--- src/cbds_pkg.sv ---
// Notes on behaviour
// [RULE1] enable high: all outputs actively driven
// [RULE2] enable low: outputs off, dividers held cleared
// [RULE3] enable acts on every output together; osc_out is not gated by the enable
// [RULE4] loop select: PLL clock or bypass reference
// [RULE5] source select high picks oscillator reference
// [RULE6] input select picks first or second input
// [RULE7] predivide select: VCO undivided or halved
// [RULE8] independent divider per bank and feedback
// [RULE9] three-bit select sets feedback ratio
// [RULE10] polarity select inverts bank C outputs 2,3
// [RULE11] sync low one fast period before coincidence
// [RULE12] sync high again at coincident rising edges
// [RULE13] four identical copies per bank, 2-bit selects
// [RULE14] floating selects read as one
// [RULE15] freeze data shifted in on freeze clock
// [RULE16] bank ratio tables for A, B, C
// [RULE17] feedback ratios 4,6,8,10,8,12,16,20
// [RULE18] polarity low plain, high inverts both
// [RULE19] all dividers count on one VCO clock
// [RULE20] dividers restart together after reset release
package cbds_pkg;

  localparam int DIV_W = 5;
  typedef logic [DIV_W-1:0] cbds_div_type;

  // counter value that makes the next tick a rising edge
  localparam cbds_div_type DIV_CLEAR = 5'h1f;

  localparam cbds_div_type RATIO_2 = 5'h02;
  localparam cbds_div_type RATIO_4 = 5'h04;
  localparam cbds_div_type RATIO_6 = 5'h06;
  localparam cbds_div_type RATIO_8 = 5'h08;
  localparam cbds_div_type RATIO_10 = 5'h0a;
  localparam cbds_div_type RATIO_12 = 5'h0c;
  localparam cbds_div_type RATIO_16 = 5'h10;
  localparam cbds_div_type RATIO_20 = 5'h14;

  // register byte offsets
  localparam logic [3:0] CTRL_OFF = 4'h0;
  localparam logic [3:0] CFG_OFF = 4'h4;
  localparam logic [3:0] STAT_OFF = 4'h8;
  localparam logic [3:0] FRZ_OFF = 4'hc;

  localparam logic [1:0] RESP_OKAY = 2'h0;
  localparam logic [1:0] RESP_SLVERR = 2'h2;

  // control register fields
  localparam int CTRL_OVR = 0;
  localparam int CTRL_HOLD = 1;
  localparam logic [31:0] CTRL_RESET = 32'h00000000;

  // configuration field layout, shared by the register and the pin vector
  localparam int CFG_W = 14;
  localparam int CFG_A = 0;
  localparam int CFG_B = 2;
  localparam int CFG_C = 4;
  localparam int CFG_FB = 6;
  localparam int CFG_INV = 9;
  localparam int CFG_VCO = 10;
  localparam int CFG_PLL = 11;
  localparam int CFG_REF = 12;
  localparam int CFG_CLK = 13;
  localparam logic [CFG_W-1:0] CFG_RESET = 14'h3fff;

  // status register fields above the effective configuration
  localparam int STAT_OE = 16;
  localparam int STAT_SYNC = 17;
  localparam int STAT_A = 18;
  localparam int STAT_C = 19;

  // pin vector layout
  localparam int PIN_OE = 0;
  localparam int PIN_FCLK = 1;
  localparam int PIN_FDAT = 2;
  localparam int PIN_REF_A = 3;
  localparam int PIN_REF_B = 4;
  localparam int PIN_OSC = 5;
  localparam int PIN_CFG = 6;
  localparam int PIN_W = PIN_CFG + CFG_W;
  localparam logic [PIN_W-1:0] PIN_RESET = 20'hfffff;

  function automatic cbds_div_type div_next(input cbds_div_type cnt, input cbds_div_type n);
    div_next = (cnt >= n - 5'h01) ? 5'h00 : cnt + 5'h01;
  endfunction

  function automatic cbds_div_type ratio_a(input logic [1:0] sel);
    unique case (sel)
      2'h0: ratio_a = RATIO_4;
      2'h1: ratio_a = RATIO_6;
      2'h2: ratio_a = RATIO_8;
      2'h3: ratio_a = RATIO_12;
    endcase
  endfunction

  function automatic cbds_div_type ratio_b(input logic [1:0] sel);
    unique case (sel)
      2'h0: ratio_b = RATIO_4;
      2'h1: ratio_b = RATIO_6;
      2'h2: ratio_b = RATIO_8;
      2'h3: ratio_b = RATIO_10;
    endcase
  endfunction

  function automatic cbds_div_type ratio_c(input logic [1:0] sel);
    unique case (sel)
      2'h0: ratio_c = RATIO_2;
      2'h1: ratio_c = RATIO_4;
      2'h2: ratio_c = RATIO_6;
      2'h3: ratio_c = RATIO_8;
    endcase
  endfunction

  function automatic cbds_div_type ratio_fb(input logic [2:0] sel);
    unique case (sel)
      3'h0: ratio_fb = RATIO_4;
      3'h1: ratio_fb = RATIO_6;
      3'h2: ratio_fb = RATIO_8;
      3'h3: ratio_fb = RATIO_10;
      3'h4: ratio_fb = RATIO_8;
      3'h5: ratio_fb = RATIO_12;
      3'h6: ratio_fb = RATIO_16;
      3'h7: ratio_fb = RATIO_20;
    endcase
  endfunction

  function automatic logic [31:0] apply_strb(input logic [31:0] old, input logic [31:0] wd,
                                             input logic [3:0] strb);
    apply_strb = old;
    for (int i = 0; i < 4; i++) begin
      if (strb[i]) begin
        apply_strb[i*8 +: 8] = wd[i*8 +: 8];
      end
    end
  endfunction

endpackage

--- src/cbds_divider.sv ---
`timescale 1ns/10ps
`default_nettype none
module cbds_divider (
  input wire logic aclk,
  input wire logic aresetn,
  input wire logic tick,
  input wire logic clear,
  input wire cbds_pkg::cbds_div_type ratio,
  output cbds_pkg::cbds_div_type cnt_q,
  output logic clk_out_q
);

  cbds_pkg::cbds_div_type cnt_d;

  assign cnt_d = cbds_pkg::div_next(cnt_q, ratio);

  // [RULE2] counter held cleared
  always_ff @(posedge aclk) begin
    if (!aresetn || clear) begin
      cnt_q <= cbds_pkg::DIV_CLEAR;
    end else if (tick) begin
      cnt_q <= cnt_d;
    end
  end

  // [RULE20] first tick rises
  always_ff @(posedge aclk) begin
    if (!aresetn || clear) begin
      clk_out_q <= 1'b0;
    end else if (tick) begin
      clk_out_q <= (cnt_d < (ratio >> 1));
    end
  end

endmodule
`default_nettype wire

--- src/cbds_coinc.sv ---
`timescale 1ns/10ps
`default_nettype none
module cbds_coinc (
  input wire logic aclk,
  input wire logic aresetn,
  input wire logic tick,
  input wire logic clear,
  input wire cbds_pkg::cbds_div_type cnt_a,
  input wire cbds_pkg::cbds_div_type cnt_c,
  input wire cbds_pkg::cbds_div_type ratio_a,
  input wire cbds_pkg::cbds_div_type ratio_c,
  output logic sync_q
);

  cbds_pkg::cbds_div_type next_a;
  cbds_pkg::cbds_div_type next_c;
  cbds_pkg::cbds_div_type next_f;
  cbds_pkg::cbds_div_type next_s;
  cbds_pkg::cbds_div_type n_f;
  cbds_pkg::cbds_div_type n_s;
  logic both_rise;
  logic warn;

  assign next_a = cbds_pkg::div_next(cnt_a, ratio_a);
  assign next_c = cbds_pkg::div_next(cnt_c, ratio_c);
  // pick the faster bank
  assign n_f = (ratio_c <= ratio_a) ? ratio_c : ratio_a;
  assign n_s = (ratio_c <= ratio_a) ? ratio_a : ratio_c;
  assign next_f = (ratio_c <= ratio_a) ? next_c : next_a;
  assign next_s = (ratio_c <= ratio_a) ? next_a : next_c;
  assign both_rise = (next_a == 5'h00) && (next_c == 5'h00);
  // faster bank rises now and its next rise meets the slower one
  assign warn = (next_f == 5'h00) && (next_s != 5'h00) && ((n_s - next_s) == n_f);

  always_ff @(posedge aclk) begin
    if (!aresetn || clear) begin
      sync_q <= 1'b1;
    end else if (tick) begin
      // [RULE12] high on coincidence
      if (both_rise) begin
        sync_q <= 1'b1;
      // [RULE11] low one period ahead
      end else if (warn) begin
        sync_q <= 1'b0;
      end
    end
  end

endmodule
`default_nettype wire

--- src/cbds_top.sv ---
`timescale 1ns/10ps
`default_nettype none
module cbds_top #(
  parameter int ADDR_W = 4
) (
  input wire logic aclk,
  input wire logic aresetn,
  input wire logic [ADDR_W-1:0] s_axi_awaddr,
  input wire logic s_axi_awvalid,
  output logic s_axi_awready,
  input wire logic [31:0] s_axi_wdata,
  input wire logic [3:0] s_axi_wstrb,
  input wire logic s_axi_wvalid,
  output logic s_axi_wready,
  output logic [1:0] s_axi_bresp,
  output logic s_axi_bvalid,
  input wire logic s_axi_bready,
  input wire logic [ADDR_W-1:0] s_axi_araddr,
  input wire logic s_axi_arvalid,
  output logic s_axi_arready,
  output logic [31:0] s_axi_rdata,
  output logic [1:0] s_axi_rresp,
  output logic s_axi_rvalid,
  input wire logic s_axi_rready,
  input wire logic reset_n_output_enable,
  input wire logic freeze_shift_clock,
  input wire logic freeze_shift_data,
  input wire logic [2:0] fb_div_sel,
  input wire logic [1:0] bank_a_div_sel,
  input wire logic [1:0] bank_b_div_sel,
  input wire logic [1:0] bank_c_div_sel,
  input wire logic bank_c_invert_select,
  input wire logic vco_predivide_select,
  input wire logic pll_select,
  input wire logic ref_source_select,
  input wire logic ref_input_select,
  input wire logic ref_in_a,
  input wire logic ref_in_b,
  input wire logic osc_in,
  output logic osc_out,
  output logic [3:0] bank_a_out,
  output logic [3:0] bank_b_out,
  output logic [3:0] bank_c_out,
  output logic feedback_out,
  output logic coincidence_sync_out,
  output logic outputs_oe
);

  if (ADDR_W < 4) begin : g_addr_check
    $error("cbds_top needs ADDR_W of at least 4");
  end

  logic [cbds_pkg::PIN_W-1:0] pins;
  logic [cbds_pkg::PIN_W-1:0] pin_s1_q;
  logic [cbds_pkg::PIN_W-1:0] pin_s2_q;
  logic [cbds_pkg::PIN_W-1:0] pin_s3_q;
  logic [cbds_pkg::PIN_W-1:0] pin_f_q;

  logic [31:0] ctrl_q;
  logic [cbds_pkg::CFG_W-1:0] cfg_q;
  logic [cbds_pkg::CFG_W-1:0] cfg_eff;
  logic [31:0] frz_q;
  logic freeze_shift_clock_prev_q;

  logic oe_eff;
  logic clear;
  logic vco_half_q;
  logic pre_tick;
  logic ref_level;
  logic ref_prev_q;
  logic ref_edge;
  logic tick;

  cbds_pkg::cbds_div_type n_a;
  cbds_pkg::cbds_div_type n_b;
  cbds_pkg::cbds_div_type n_c;
  cbds_pkg::cbds_div_type n_fb;
  cbds_pkg::cbds_div_type cnt_a;
  cbds_pkg::cbds_div_type cnt_c;
  logic clk_a;
  logic clk_b;
  logic clk_c;
  logic clk_fb;
  logic sync_raw;

  logic aw_full_q;
  logic w_full_q;
  logic [ADDR_W-1:0] aw_addr_q;
  logic [31:0] w_data_q;
  logic [3:0] w_strb_q;
  logic do_write;
  logic wr_ctrl;
  logic wr_cfg;
  logic wr_ro;
  logic [31:0] rd_word;
  logic rd_hit;
  logic [31:0] cfg_wr;

  // pin gathering; the pin vector layout matches the configuration layout
  assign pins = {ref_input_select, ref_source_select, pll_select, vco_predivide_select,
                 bank_c_invert_select, fb_div_sel, bank_c_div_sel, bank_b_div_sel,
                 bank_a_div_sel, osc_in, ref_in_b, ref_in_a, freeze_shift_data,
                 freeze_shift_clock, reset_n_output_enable};

  // [RULE14] synchronisers idle at one
  always_ff @(posedge aclk) begin
    if (!aresetn) begin
      pin_s1_q <= cbds_pkg::PIN_RESET;
      pin_s2_q <= cbds_pkg::PIN_RESET;
      pin_s3_q <= cbds_pkg::PIN_RESET;
    end else begin
      pin_s1_q <= pins;
      pin_s2_q <= pin_s1_q;
      pin_s3_q <= pin_s2_q;
    end
  end

  // a change counts once stages two and three agree
  always_ff @(posedge aclk) begin
    if (!aresetn) begin
      pin_f_q <= cbds_pkg::PIN_RESET;
    end else begin
      for (int i = 0; i < cbds_pkg::PIN_W; i++) begin
        if (pin_s2_q[i] == pin_s3_q[i]) begin
          pin_f_q[i] <= pin_s3_q[i];
        end
      end
    end
  end

  assign cfg_eff = ctrl_q[cbds_pkg::CTRL_OVR] ? cfg_q
                                              : pin_f_q[cbds_pkg::PIN_CFG +: cbds_pkg::CFG_W];

  // [RULE3] one enable for every output except osc_out
  assign oe_eff = pin_f_q[cbds_pkg::PIN_OE] && !ctrl_q[cbds_pkg::CTRL_HOLD];
  // [RULE2] dividers cleared while disabled
  assign clear = !oe_eff;

  // [RULE19] VCO modelled by aclk
  always_ff @(posedge aclk) begin
    if (!aresetn || clear) begin
      vco_half_q <= 1'b1;
    end else begin
      vco_half_q <= !vco_half_q;
    end
  end

  // [RULE7] VCO undivided or halved
  assign pre_tick = cfg_eff[cbds_pkg::CFG_VCO] ? 1'b1 : vco_half_q;

  // [RULE5] oscillator or input pin
  // [RULE6] first or second input
  assign ref_level = cfg_eff[cbds_pkg::CFG_REF] ? pin_f_q[cbds_pkg::PIN_OSC] :
                     cfg_eff[cbds_pkg::CFG_CLK] ? pin_f_q[cbds_pkg::PIN_REF_B] :
                                                 pin_f_q[cbds_pkg::PIN_REF_A];

  always_ff @(posedge aclk) begin
    if (!aresetn) begin
      ref_prev_q <= 1'b1;
    end else begin
      ref_prev_q <= ref_level;
    end
  end

  assign ref_edge = ref_level && !ref_prev_q;

  // [RULE4] PLL path or bypass
  assign tick = cfg_eff[cbds_pkg::CFG_PLL] ? pre_tick : ref_edge;

  // [RULE16] bank ratio decode
  assign n_a = cbds_pkg::ratio_a(cfg_eff[cbds_pkg::CFG_A +: 2]);
  assign n_b = cbds_pkg::ratio_b(cfg_eff[cbds_pkg::CFG_B +: 2]);
  assign n_c = cbds_pkg::ratio_c(cfg_eff[cbds_pkg::CFG_C +: 2]);
  // [RULE9] feedback ratio select
  // [RULE17] feedback ratio decode
  assign n_fb = cbds_pkg::ratio_fb(cfg_eff[cbds_pkg::CFG_FB +: 3]);

  // [RULE8] one divider per bank
  cbds_divider u_div_a (
    .aclk(aclk),
    .aresetn(aresetn),
    .tick(tick),
    .clear(clear),
    .ratio(n_a),
    .cnt_q(cnt_a),
    .clk_out_q(clk_a)
  );

  cbds_divider u_div_b (
    .aclk(aclk),
    .aresetn(aresetn),
    .tick(tick),
    .clear(clear),
    .ratio(n_b),
    .cnt_q(),
    .clk_out_q(clk_b)
  );

  cbds_divider u_div_c (
    .aclk(aclk),
    .aresetn(aresetn),
    .tick(tick),
    .clear(clear),
    .ratio(n_c),
    .cnt_q(cnt_c),
    .clk_out_q(clk_c)
  );

  cbds_divider u_div_fb (
    .aclk(aclk),
    .aresetn(aresetn),
    .tick(tick),
    .clear(clear),
    .ratio(n_fb),
    .cnt_q(),
    .clk_out_q(clk_fb)
  );

  cbds_coinc u_coinc (
    .aclk(aclk),
    .aresetn(aresetn),
    .tick(tick),
    .clear(clear),
    .cnt_a(cnt_a),
    .cnt_c(cnt_c),
    .ratio_a(n_a),
    .ratio_c(n_c),
    .sync_q(sync_raw)
  );

  // [RULE1] outputs driven while enabled
  always_ff @(posedge aclk) begin
    if (!aresetn) begin
      outputs_oe <= 1'b0;
    end else begin
      outputs_oe <= oe_eff;
    end
  end

  // one register stage keeps all outputs aligned
  always_ff @(posedge aclk) begin
    if (!aresetn || clear) begin
      bank_a_out <= 4'h0;
      bank_b_out <= 4'h0;
      bank_c_out <= 4'h0;
      feedback_out <= 1'b0;
      coincidence_sync_out <= 1'b0;
    end else begin
      // [RULE13] four copies per bank
      bank_a_out <= {4{clk_a}};
      bank_b_out <= {4{clk_b}};
      // [RULE10] invert outputs two and three
      // [RULE18] high level inverts
      bank_c_out <= {{2{clk_c ^ cfg_eff[cbds_pkg::CFG_INV]}}, {2{clk_c}}};
      feedback_out <= clk_fb;
      coincidence_sync_out <= sync_raw;
    end
  end

  // oscillator drive is the inverted input
  always_ff @(posedge aclk) begin
    if (!aresetn) begin
      osc_out <= 1'b0;
    end else begin
      osc_out <= !pin_f_q[cbds_pkg::PIN_OSC];
    end
  end

  // [RULE15] capture freeze bits
  always_ff @(posedge aclk) begin
    if (!aresetn) begin
      freeze_shift_clock_prev_q <= 1'b1;
      frz_q <= 32'h00000000;
    end else begin
      freeze_shift_clock_prev_q <= pin_f_q[cbds_pkg::PIN_FCLK];
      if (pin_f_q[cbds_pkg::PIN_FCLK] && !freeze_shift_clock_prev_q) begin
        frz_q <= {frz_q[30:0], pin_f_q[cbds_pkg::PIN_FDAT]};
      end
    end
  end

  // register bus: write address and data are held until both are present
  assign s_axi_awready = !aw_full_q;
  assign s_axi_wready = !w_full_q;
  assign do_write = aw_full_q && w_full_q && !s_axi_bvalid;
  assign wr_ctrl = aw_addr_q[3:0] == cbds_pkg::CTRL_OFF;
  assign wr_cfg = aw_addr_q[3:0] == cbds_pkg::CFG_OFF;
  assign wr_ro = (aw_addr_q[3:0] == cbds_pkg::STAT_OFF) || (aw_addr_q[3:0] == cbds_pkg::FRZ_OFF);

  always_ff @(posedge aclk) begin
    if (!aresetn) begin
      aw_full_q <= 1'b0;
      aw_addr_q <= '0;
    end else if (s_axi_awvalid && !aw_full_q) begin
      aw_full_q <= 1'b1;
      aw_addr_q <= s_axi_awaddr;
    end else if (do_write) begin
      aw_full_q <= 1'b0;
    end
  end

  always_ff @(posedge aclk) begin
    if (!aresetn) begin
      w_full_q <= 1'b0;
      w_data_q <= 32'h00000000;
      w_strb_q <= 4'h0;
    end else if (s_axi_wvalid && !w_full_q) begin
      w_full_q <= 1'b1;
      w_data_q <= s_axi_wdata;
      w_strb_q <= s_axi_wstrb;
    end else if (do_write) begin
      w_full_q <= 1'b0;
    end
  end

  always_ff @(posedge aclk) begin
    if (!aresetn) begin
      s_axi_bvalid <= 1'b0;
      s_axi_bresp <= cbds_pkg::RESP_OKAY;
    end else if (do_write) begin
      s_axi_bvalid <= 1'b1;
      s_axi_bresp <= (wr_ctrl || wr_cfg || wr_ro) ? cbds_pkg::RESP_OKAY : cbds_pkg::RESP_SLVERR;
    end else if (s_axi_bready) begin
      s_axi_bvalid <= 1'b0;
    end
  end

  always_ff @(posedge aclk) begin
    if (!aresetn) begin
      ctrl_q <= cbds_pkg::CTRL_RESET;
    end else if (do_write && wr_ctrl) begin
      ctrl_q <= cbds_pkg::apply_strb(ctrl_q, w_data_q, w_strb_q) & 32'h00000003;
    end
  end

  assign cfg_wr = cbds_pkg::apply_strb({18'h00000, cfg_q}, w_data_q, w_strb_q);

  always_ff @(posedge aclk) begin
    if (!aresetn) begin
      cfg_q <= cbds_pkg::CFG_RESET;
    end else if (do_write && wr_cfg) begin
      cfg_q <= cfg_wr[cbds_pkg::CFG_W-1:0];
    end
  end

  // read decode
  always_comb begin
    rd_word = 32'h00000000;
    rd_hit = 1'b1;
    unique case (s_axi_araddr[3:0])
      cbds_pkg::CTRL_OFF: rd_word = ctrl_q;
      cbds_pkg::CFG_OFF: rd_word = {18'h00000, cfg_q};
      cbds_pkg::STAT_OFF: begin
        rd_word[cbds_pkg::CFG_W-1:0] = cfg_eff;
        rd_word[cbds_pkg::STAT_OE] = oe_eff;
        rd_word[cbds_pkg::STAT_SYNC] = sync_raw;
        rd_word[cbds_pkg::STAT_A] = clk_a;
        rd_word[cbds_pkg::STAT_C] = clk_c;
      end
      cbds_pkg::FRZ_OFF: rd_word = frz_q;
      default: rd_hit = 1'b0;
    endcase
  end

  assign s_axi_arready = !s_axi_rvalid;

  always_ff @(posedge aclk) begin
    if (!aresetn) begin
      s_axi_rvalid <= 1'b0;
      s_axi_rdata <= 32'h00000000;
      s_axi_rresp <= cbds_pkg::RESP_OKAY;
    end else if (s_axi_arvalid && !s_axi_rvalid) begin
      s_axi_rvalid <= 1'b1;
      s_axi_rdata <= rd_word;
      s_axi_rresp <= rd_hit ? cbds_pkg::RESP_OKAY : cbds_pkg::RESP_SLVERR;
    end else if (s_axi_rready) begin
      s_axi_rvalid <= 1'b0;
    end
  end

endmodule
`default_nettype wire

--- config.mk ---
export PLATFORM = sky130hd
export DESIGN_NAME = cbds_top
export DESIGN_NICKNAME = d
export VERILOG_FILES = /design/src/cbds_pkg.sv /design/src/cbds_divider.sv /design/src/cbds_coinc.sv /design/src/cbds_top.sv
export SDC_FILE = /design/constraint.sdc
export NUM_CORES = 1
export LEC_CHECK = 0
export ABC_CLOCK_PERIOD_IN_PS = 4900
export BUFFER_PORTS_ARGS = -buffer_cell sky130_fd_sc_hd__buf_2
export CORE_AREA = 2 2 142 144
export CTS_BUF_LIST = sky130_fd_sc_hd__clkbuf_8 sky130_fd_sc_hd__clkbuf_16
export DETAILED_ROUTE_END_ITERATION = 10
export DIE_AREA = 0 0 144 146
export PLACE_DENSITY = 0.72
export SLEW_MARGIN = 30
export SYNTH_ARGS = -nofsm -noshare
export SYNTH_HDL_FRONTEND = slang
export SYNTH_SLANG_ARGS = --single-unit
--- constraint.sdc ---
create_clock -name aclk -period 4.9 [get_ports aclk]
set_input_delay 1.47 -clock aclk [delete_from_list [all_inputs] [get_ports aclk]]
set_output_delay 1.47 -clock aclk [all_outputs]
set_load 0.03 [all_outputs]
======== Yosys cells after proc, flatten, opt, wreduce, memory -nomap -nowiden ========
Memories as Yosys holds them, arrays and structs flattened.
Cells that the tools add are included.
storage, ports and cells
  memories kept ........................... 1
  word-level logic and storage cells ...... 191
  output and inout port bits .............. 57
  memory bits (read-only) ................. 32
  input port bits ......................... 71
  register bits ........................... 225
memory list
  name              words  bits a word  rd ports  clocked after memory_dff  write ports  RTL line         RTL
  (name not given)  8      4            1         0                         0            cbds_pkg.sv:115  unique case (sel)
cells by class
  equality and inequality tests ........... 36
  reduce and logical (&&, ||, !) cells .... 47
  bitwise gates (word level) .............. 1
  multiplexer cells ....................... 32
  $add $sub $neg .......................... 9
  order comparisons ....................... 9
operators with widths
  operator               count
  $pmux W5 S4            3
  $pmux W14 S4           1
  $mux W5                8
  $add A5 B1 Y5 const B  4
  $eq A1 B1 Y1           20
  $ge A5 B5 Y1           4
  $lt A5 B4 Y1           4
  $sub A5 B1 Y5 const B  4
  $eq A4 B4 Y1 const B   4
  $logic_not A5 Y1       3
  $mux W1                14
  $mux W14               1
  $logic_and A1 B1 Y1    13
  $eq A2 B2 Y1 const B   6
  $mux W12               1
  $logic_not A1 Y1       11
  $reduce_bool A2 Y1     5
  $eq A4 B3 Y1 const B   2
  $logic_not A4 Y1       2
  $pmux W4 S2            1
  $reduce_and A2 Y1      4
  $eq A2 B1 Y1 const B   3
  $logic_not A2 Y1       3
  $mux W2                3
  7 further kinds        10

======== Longest topological paths before layout ========
Gate-level depths: netlist of the first run.
  depth in word-level cells ............... 12
  gate-level depth with buffers ........... 22
  mapped depth without buffers ............ 19

======== Hierarchy ========
A second synthesis of the first run with hierarchy kept.
unflattened totals
  cells, all modules ...................... 1185
  area, all modules ....................... 10700.3 µm²
by module, submodules not included
  module                      cells an instance  sequential area each (µm²)  area each (µm²)  times used
  cbds_top                    749                3943.8                      7154.4           1
  cbds_divider (u_div_a ...)  76                 120.1                       626.9            3
  cbds_coinc                  140                20.0                        1122.3           1
  cbds_divider (u_div_c)      68                 120.1                       543.0            1

======== Worst setup path before layout of the first run ========
Ideal clock, no wire load.
  path type ............................... flip-flop to flip-flop
  start point ............................. register ctrl_q[0]
  end point ............................... register u_coinc.sync_q
  library setup time ...................... 0.122 ns
  setup slack ............................. 0.820 ns
  arrival ................................. 3.958 ns
  period minus slack after synthesis ...... 4.080 ns
  data required time ...................... 4.778 ns
  buffers on the path ..................... 4
  cell stages (with the launch flop) ...... 19
  cell sequence ........................... dfxtp_1 > buf_6 > buf_2 > buf_2 > mux2_2 > ha_1 > ha_1 > nand2_1 > mux2_2 > nand2_1 > clkbuf_1 > mux2i_1 > ha_1 > xor2_1 > nand3_1 > nor3b_1 > a211oi_1 > nor4b_1 > o21ai_1
between the ends
  word-level cells in the longest chain between the ends .. 12
  elaborated cells on any way between the ends .. 39
  those cells by class .................... add/sub: 3; order compare: 3; eq/ne: 7; mux: 14; reduce/logical: 12
ends and longest elaborated chain
  what                                                 RTL line                            RTL
  start: declaration                                   cbds_top.sv:59                      logic [31:0] ctrl_q;
  start signal: assignment                             cbds_top.sv:330                     ctrl_q <= cbds_pkg::CTRL_RESET;
  start signal: assignment                             cbds_top.sv:332                     ctrl_q <= cbds_pkg::apply_strb(ctrl_q, w_data_q, w_strb_q) & 32'h00000003;
  $mux W14 (*)                                         cbds_top.sv:131                     assign cfg_eff = ctrl_q[cbds_pkg::CTRL_OVR] ? cfg_q
  $eq A2 B2 Y1 (tied with other cells)                 cbds_pkg.sv:106                     unique case (sel)
  $pmux W5 S4, on equally long branches                cbds_pkg.sv:106, cbds_pkg.sv:88
  $sub A5 B1 Y5                                        cbds_pkg.sv:84                      div_next = (cnt >= n - 5'h01) ? 5'h00 : cnt + 5'h01;
  $ge A5 B5 Y1                                         cbds_pkg.sv:84
  $mux W5                                              cbds_pkg.sv:84
  $mux W5, on equally long branches                    cbds_coinc.sv:30, cbds_coinc.sv:29
  $sub A5 B5 Y5 (tied with other cells)                cbds_coinc.sv:33                    assign warn = (next_f == 5'h00) && (next_s != 5'h00) && ((n_s - next_s) == n_f);
  $eq A5 B5 Y1 or $logic_and A1 B1 Y1 (tied branches)  cbds_coinc.sv:33
  $logic_and A1 B1 Y1                                  cbds_coinc.sv:33
  $reduce_bool A2 Y1 (no line)                         n/a
  $reduce_and A2 Y1 (no line)                          n/a
  end signal: assignment                               cbds_coinc.sv:37                    sync_q <= 1'b1;
  end signal: assignment                               cbds_coinc.sv:41                    sync_q <= 1'b1;
  end signal: assignment                               cbds_coinc.sv:44                    sync_q <= 1'b0;
  end: declaration                                     cbds_coinc.sv:12                    output logic sync_q
Mark *: on every way between the ends. The rest lies on a longest branch, timed or not. The select of a mux whose other input is x is not followed.
A chain may end at the register's enable or synchronous reset.

======== Final worst setup path of the first run ========
Same ends and word-level chain as after synthesis.

==> results.ini, run 1 <==
[run_status]
status=finished, final reports clean

[worst_setup_path]
critPathLaunch=ctrl_q[0]
r2r-start=ctrl_q[0]
cp-end-kind=flop
reg2reg_depth=14
start_kind=flop
cp.required_ns=5.30
cp.arrival_ns=4.80
reg2reg_to=u_coinc.sync_q
r2r_slack_ns=0.50
path_max_fanout=14
crit_type=flop to flop

[timing]
grt_setup_unrepaired=no
timing.slew.headroom_pct=40.0
maxSlewViolCount=0
hold_viol=0
fmax_ghz=0.227
final.setup_skew_ns=0.00910
whs_ns=0.401
fin_crit_ns=4.40
finalCritPeriodShare_pct=89.9
setup_viol=0
tns_ns=0
tightest_slew_ns=0.898
layout_setup_ws_ns=0.495

[floorplanning]
rows=51
dieWidth_um=144
io_pins=128
initial_utilization_pct=49.4
coreArea_um2=19300
die_y_um=146
fp.dieArea_um2=21000

[final_layout]
n_antenna_cell=0
fin_area_um2=11000
drive_above_1_share_pct=15.4
fillers=1756
num-nets-final=1249
area_growth_syn_to_layout_pct=15.6

[routing]
first_pass_iters=5
drc_errors=0
via_per_inst=5.12
drt_wl_total_um=20000
vias=7248
post_drt_wl_per_cell_um=14.1
detail_route.iter0.violations=362
detail-route-antenna-nets=0

[placed_design]
hpwlAfterDp_um=13800
place_area_um2=10200
place_ws_ns=0.574
numPortBuffers=105
place_congestion=0.836

[clocking]
postCtsResizedCells=0
clk_pin_slew_worst_paths_ns=0.06
clk_path_buf_depth=3
cts.sinks=222
postCtsSetupBuffers=0
cts_hold_buf=0
cts-htree-levels=1
clk_latency_ns=0.52
cts_tree=done
cts_buffers=24
cts-root-buf=clkbuf_16

[min_path]
min_path_type=flop to flop
min_from=pin_s1_q[14]
hold_path_end=pin_s2_q[14]
whs_path_depth=1

[synthesis]
yosysTopAreaCellShare_pct=46.6
syn_inst=1056
yosysSeqAreaShare_pct=46.6
yosys.area.top_type=dfxtp_1
ys_warn_count=0
netlist_area_um2=9540
ys_seq_elements=222
async_reset_ff_share_pct=0
synth_common_cells=dfxtp_1, nand2_1, nand2b_1
synth_most_common_cell=dfxtp_1
synth.distinct_cells=63
syn_avg_cell_area_um2=9.04
synthTopCellsByArea=dfxtp_1, nand2_1, ha_1
synth-edff-count=0
ys.flop_type=dfxtp_1

[run]
maxCapViolations=0

[power_and_ir_drop]
seqPwrFrac_pct=44.6
power_leakage_nw=4.59
p_clk_share_pct=42.2
vdd_drop_max_mv=0.273
p_comb_share_pct=13.2
switching_share_pct=25.4
power_density_nw_per_um2=402
p_sw_w=0.00113
p_int_w=0.00331

[grt]
grt_pass1_wl_um=33000
grt_antenna_before_repair=0
overflow=0
track_usage_pct=18.9
grt_pass1_vias=6960
grt_max_degree=93

-- worst max-delay path, stage by stage, from the launching register on --
cell and delay (ns):
dfxtp_1 0.54, mux2i_1 0.51, inv_1 0.20, ha_1 0.29, ha_1 0.29, mux2_2 0.37, nand2_1 0.44, mux2i_1 0.26
ha_1 0.27, xor2_1 0.27, nand3_1 0.12, nor3b_1 0.23, a211oi_1 0.07, nor4b_1 0.34, o21ai_1 0.09
-- sequential cells by signal (all words and copies together), names as in the netlist, 2 cells and up --
| name | cells |
|---|---|
| aw_addr_q | 4 |
| bank_c_out | 2 |
| cfg_q | 14 |
| ctrl_q | 2 |
| frz_q | 32 |
| pin_f_q | 20 |
| pin_s1_q | 20 |
| pin_s2_q | 20 |
| pin_s3_q | 20 |
| s_axi_rdata | 32 |
| u_div_a.cnt_q | 5 |
| u_div_b.cnt_q | 5 |
| u_div_c.cnt_q | 5 |
| u_div_fb.cnt_q | 5 |
| w_data_q | 14 |
| w_strb_q | 2 |
-- area by class of cell --
cell class                 count  area, um^2  share of cell area, %
inverter                      33         124                   1.12
timing repair buffer         117         618                   5.60
clock inverter                12         151                   1.37
sequential                   222        4440                   40.3
multi-input combinational    737        4660                   42.3
tap                          265         332                   3.01
clock buffer                  31         697                   6.32
-- worst max path at each step --
stage	to	depth (start not counted)
final	u_coinc.sync_q	14
after floorplan	u_coinc.sync_q	18
after global placement	u_coinc.sync_q	14
after detailed placement	u_coinc.sync_q	14
after CTS	u_coinc.sync_q	14
after global routing	u_coinc.sync_q	14
-- metrics by stage --
stage	cells	utilization [%]	power, W
finish	1417	57.0	0.00443
global route	1417	57.0	0.00464
CTS	1417	57.0	0.00448
detailed placement	1374	52.7	0.00260
global placement	1374	52.7	0.00258
floorplan	1057	-	0.00246
-- layout by cell type, fill, tap and decap left out, drive strengths merged, types with 13 or more instances in the layout --
cell type and n:
buf 117, nand2b 68, o21ai 47, ha 42, inv 36, clkbuf 31, a22oi 22, nand2 177
mux2i 27, dfxtp 222, and2 13, nor2b 33, nor2 56, a21oi 52, nand3 19, a21boi 50
-- power groups by stage --
stage               Sequential [W]  Clock, W  Combinational [W]
finish                     0.00198   0.00187           0.000584
global route               0.00199   0.00199           0.000656
CTS                        0.00198   0.00192           0.000587
detailed placement         0.00202         0           0.000583
global placement           0.00201         0           0.000567
floorplan                  0.00202         0           0.000438
-- cell families (layout without fill, tap and decap cells) --
family / after synthesis / in the layout / share of synthesized area [%]
buffers and inverters: 98 / 193 / 4.64
multiplexers: 36 / 36 / 4.01
AO/OA/AOI/OAI: 237 / 237 / 16.9
AND/OR/NAND/NOR: 397 / 397 / 20.2
other: 2 / 3 / 0.0787
XOR/XNOR: 21 / 21 / 1.93
adder cells (fa/ha/maj): 43 / 43 / 5.72
flip-flops: 222 / 222 / 46.6
-- routing by layer --
layer / track usage, % / vias to the layer above / wire [um]
met5: 0 / - / 0
met4: 5.83 / 0 / 566
met3: 3.06 / 45 / 943
met2: 30.9 / 158 / 8940
met1: 25.5 / 3313 / 9510
li1: - / 3732 / -
No activity file was read; power rests on OpenSTA's default activity.
==> inputs of run 2 (changes only) <==
--- a/config.mk
+++ b/config.mk
@@ -7,11 +7,11 @@
 export LEC_CHECK = 0
 export ABC_CLOCK_PERIOD_IN_PS = 4900
 export BUFFER_PORTS_ARGS = -buffer_cell sky130_fd_sc_hd__buf_2
-export CORE_AREA = 2 2 142 144
+export CORE_AREA = 3 3 136 164
 export CTS_BUF_LIST = sky130_fd_sc_hd__clkbuf_8 sky130_fd_sc_hd__clkbuf_16
 export DETAILED_ROUTE_END_ITERATION = 10
-export DIE_AREA = 0 0 144 146
-export PLACE_DENSITY = 0.72
+export DIE_AREA = 0 0 139 167
+export PLACE_DENSITY = 0.67
 export SLEW_MARGIN = 30
 export SYNTH_ARGS = -nofsm -noshare
 export SYNTH_HDL_FRONTEND = slang
==> results.ini, run 2 (synthesized netlist as in run 1, its figures left out) <==
[run_status]
status=finished, final reports clean

[clocking]
clk_path_buf_depth=3
cts_tree=done
postCtsResizedCells=0
cts_hold_buf=0
cts-htree-levels=1
postCtsSetupBuffers=0
cts-root-buf=clkbuf_16
clk_latency_ns=0.50
cts.sinks=222
clk_pin_slew_worst_paths_ns=0.07
cts_buffers=22

[worst_setup_path]
crit_type=flop to flop
crit_slowest_cell=mux2i_1
cp-end-kind=flop
r2r-start=ctrl_q[0]
path_buf_inv=1
crit_family=multiplexers
r2r_slack_ns=0.64
critPathLaunch=ctrl_q[0]
path_max_fanout=9
start_kind=flop
cp.required_ns=5.28
cp.arrival_ns=4.64
slowest_delay_ns=0.53
crit_chain=mux2i_1, inv_1, ha_1, ha_1, mux2_2, nand2_1, mux2i_1, ha_1, xor2_1, nand3_1, nor3b_1, a211oi_1, nor4b_1, o21ai_1
cp_common_cell=ha_1

[final_layout]
area_growth_syn_to_layout_pct=15.0
drive_above_1_share_pct=15.2
mostFrequentLayoutCell=dfxtp_1
final_cell_mix=dfxtp_1, nand2_1, buf_2
num-nets-final=1248
fillers=1969
multiInputGateArea_um2=4670
n_antenna_cell=0
final-seq-area_um2=4440
top_regs=frz_q x32, s_axi_rdata x32
fin_area_um2=11000

[power_and_ir_drop]
p_total_w=0.00433
power_density_nw_per_um2=394
vdd_drop_max_mv=0.324
power_leakage_nw=4.56

[timing]
tightest_slew_ns=0.794
final.setup_skew_ns=0.0183
maxSlewViolCount=0
fmax_ghz=0.235
layout_setup_ws_ns=0.639
tns_ns=0
finalCritPeriodShare_pct=87.0
grt_setup_unrepaired=no
fin_crit_ns=4.26
setup_viol=0
whs_ns=0.403
hold_viol=0
timing.slew.headroom_pct=47.0

[floorplanning]
die_y_um=167
initial_utilization_pct=45.7
fp.dieArea_um2=23200
rows=58
dieWidth_um=139
coreArea_um2=20900
io_pins=128

[placed_design]
numPortBuffers=105
hpwlAfterDp_um=14400
place_congestion=0.884
place_ws_ns=0.738
place_area_um2=10200

[grt]
overflow=0
grt_pass1_vias=6878
grt_max_degree=90
track_usage_pct=17.1
grt_pass1_wl_um=33900
grt_antenna_before_repair=0

[run]
maxCapViolations=0

[routing]
post_drt_wl_per_cell_um=14.5
via_per_inst=5.14
vias=7284
drt_wl_total_um=20500
first_pass_iters=4
drc_errors=0
detail-route-antenna-nets=0
detail_route.iter0.violations=436

[min_path]
min_path_type=flop to flop
min_from=pin_s1_q[15]

[run 2: stage by stage]
step           util (%)  instances
2_1_floorplan         -       1057
3_3_place_gp       48.7       1379
5_1_grt            52.5       1416
4_1_cts            52.5       1416
6_report           52.5       1416
3_5_place_dp       48.8       1380
[run 2: final timing paths]
check,to,cells past startpoint
hold / removal,pin_s2_q[15],1
hold reg to reg,pin_s2_q[15],1
setup / recovery,u_coinc.sync_q,14
setup reg to reg,u_coinc.sync_q,14
[run 2: routing by layer]
| layer | vias to the layer above | wire (um) | GRT usage [%] |
|---|---|---|---|
| met2 | 130 | 9730 | 29.5 |
| li1 | 3733 | - | - |
| met1 | 3391 | 9600 | 22.4 |
| met4 | 0 | 416 | 4.81 |
| met5 | - | 0 | 0 |
| met3 | 30 | 728 | 2.27 |
[run 2: final cells by class]
class,instances,share of cell area (%)
clock inverters,10,1.35
repair buffers,118,5.77
clock buffers,26,5.62
multi-input cells,737,42.5
well taps,270,3.08
flip-flops and latches,222,40.5
inverters,33,1.13
[run 2: report_power, final]
group,internal (W),switching [W]
clock,0.00110,0.000667
sequential,0.00190,0.0000802
combinational,0.000249,0.000335
[run 2: worst reg2reg max path: cells and delay by family (launching register included)]
kind	cells	cell delay, ns
xor gates and xnor gates	1	0.27
AOI/OAI and AO/OA	2	0.17
DFF	1	0.52
adders and majority gates	3	0.86
buffers and inverters	1	0.18
and+or+nand+nor	4	1.00
muxes	3	1.16
==> inputs of run 3 (changes only) <==
--- a/config.mk
+++ b/config.mk
@@ -7,12 +7,13 @@
 export LEC_CHECK = 0
 export ABC_CLOCK_PERIOD_IN_PS = 4900
 export BUFFER_PORTS_ARGS = -buffer_cell sky130_fd_sc_hd__buf_2
-export CORE_AREA = 3 3 136 164
+export CORE_AREA = 3 3 144 174
 export CTS_BUF_LIST = sky130_fd_sc_hd__clkbuf_8 sky130_fd_sc_hd__clkbuf_16
 export DETAILED_ROUTE_END_ITERATION = 10
-export DIE_AREA = 0 0 139 167
-export PLACE_DENSITY = 0.67
+export DIE_AREA = 0 0 147 177
+export PLACE_DENSITY = 0.66
 export SLEW_MARGIN = 30
 export SYNTH_ARGS = -nofsm -noshare
 export SYNTH_HDL_FRONTEND = slang
+export SYNTH_HIERARCHICAL = 1
 export SYNTH_SLANG_ARGS = --single-unit
==> results.ini, run 3 <==
[run_status]
status=finished, final reports clean

[timing]
maxSlewViolCount=0
grt_setup_unrepaired=no
timing.slew.headroom_pct=41.0
final.setup_skew_ns=0.00933
fin_crit_ns=4.54
tightest_slew_ns=0.885
finalCritPeriodShare_pct=92.7
whs_ns=0.405
setup_viol=0
fmax_ghz=0.220
hold_viol=0
tns_ns=0

[worst_setup_path]
cp.arrival_ns=4.94
start_kind=flop
path_max_fanout=13
crit_type=flop to flop
cp.required_ns=5.30
cp-end-kind=flop

[routing]
drt_wl_total_um=23600
drc_errors=0
via_per_inst=5.14
first_pass_iters=5
vias=8389
detail-route-antenna-nets=0
post_drt_wl_per_cell_um=14.5
detail_route.iter0.violations=355

[placed_design]
place_congestion=0.885
hpwlAfterDp_um=16700
numPortBuffers=105
dp_cells=1590
place_area_um2=11600

[synthesis]
ys_seq_elements=222
ys_warn_count=6
synth_most_common_cell=dfxtp_1
synthTopCellsByArea=dfxtp_1, ha_1, nand2_1
synth-edff-count=0
netlist_area_um2=10700
yosys.area.top_type=dfxtp_1
async_reset_ff_share_pct=0
yosysSeqAreaShare_pct=41.5
synth_common_cells=dfxtp_1, nand2_1, nand2b_1
syn_avg_cell_area_um2=9.03
syn_inst=1185
ys.flop_type=dfxtp_1
yosysTopAreaCellShare_pct=41.5
synth.distinct_cells=66

[final_layout]
area_growth_syn_to_layout_pct=15.8
num-nets-final=1437
mostFrequentLayoutCell=dfxtp_1
drive_above_1_share_pct=16.3
final_cells=1631
top_regs=frz_q x32, s_axi_rdata x32
fin_util_pct=53.0
n_antenna_cell=0
fillers=2234
final_cell_mix=dfxtp_1, nand2_1, buf_2
fin_area_um2=12400

[power_and_ir_drop]
vdd_drop_max_mv=0.202
power_leakage_nw=5.10
power_density_nw_per_um2=422

[floorplanning]
dieWidth_um=147
fp.dieArea_um2=26000
initial_utilization_pct=45.8
coreArea_um2=23400
io_pins=128
die_y_um=177
rows=61

[clocking]
cts_buffers=23
cts-root-buf=clkbuf_16
cts_hold_buf=0
cts-htree-levels=1
clk_latency_ns=0.51
postCtsResizedCells=0
postCtsSetupBuffers=0
clk_path_buf_depth=3
clk_pin_slew_worst_paths_ns=0.06
cts_tree=done
cts.sinks=222

[grt]
grt_use_met1_pct=23.6
grt_antenna_before_repair=0
grt_busiest_layer=met2
grt_pass1_wl_um=40000
overflow=0
grt_util_met2_pct=31.8
grtUsageMet3_pct=2.10
grt_max_degree=92
grt_pass1_vias=8174
track_usage_pct=18.1

[run]
maxCapViolations=0

[min_path]
min_path_type=flop to flop

-- run 3: logic make-up after synthesis --
group                      count (synthesis)  share of synthesized area [%]
and+or+nand+nor                          422                           20.3
AOI/OAI and AO/OA                        270                           17.7
DFF                                      222                           41.5
buffers and inverters                    117                           4.82
adders and majority gates                 66                           7.79
muxes                                     44                           4.26
xor gates and xnor gates                  43                           3.52
other                                      1                         0.0350
-- run 3: per-layer routing --
| metal | share of wire, % | vias up |
|---|---|---|
| met5 | 0 | - |
| met4 | 2.2 | 0 |
| met3 | 3.9 | 27 |
| met2 | 48 | 142 |
| met1 | 46 | 3903 |
| li1 | - | 4317 |
-- run 3: final cells by class --
cell class,count,area [um^2],share of cell area [%]
sequential,222,4450,35.9
timing repair buffer,127,701,5.66
tap,315,394,3.18
clock inverter,13,136,1.10
inverter,55,206,1.67
multi-input combinational,871,5860,47.3
clock buffer,28,644,5.20
-- run 3: final timing paths --
kind,startpoint,to,slack (ns),depth (start not counted)
hold reg to reg,pin_s1_q[15],pin_s2_q[15],0.40,1
setup / recovery,ctrl_q[0],u_coinc/sync_q,0.36,16
hold / removal,pin_s1_q[15],pin_s2_q[15],0.40,1
setup reg to reg,ctrl_q[0],u_coinc/sync_q,0.36,16
-- run 3: worst max-delay path, cell delays in order (launching register included) --
cell      delay (ns)
dfxtp_2         0.45
mux2_2          0.41
ha_1            0.49
ha_1            0.32
and3_2          0.24
a32oi_4         0.47
nand3_1         0.17
o31ai_1         0.11
ha_1            0.18
inv_1           0.06
fa_1            0.39
xor2_1          0.25
xnor2_1         0.17
o211ai_2        0.11
a221o_1         0.31
nor4b_2         0.22
a21oi_1         0.09
-- run 3: where the power goes --
group	internal [W]	switching (W)
combinational	0.000603	0.000735
sequential	0.00193	0.000191
clock	0.00105	0.000719
total	0.00358	0.00164
-- run 3: per-stage QoR --
stage / total power, W / setup WS, ns
6_report: 0.00523 / 0.357
2_1_floorplan: 0.00322 / 0.211
4_1_cts: 0.00528 / 0.189
3_3_place_gp: 0.00346 / 0.294
5_1_grt: 0.00557 / 0.0726
3_5_place_dp: 0.00350 / 0.227
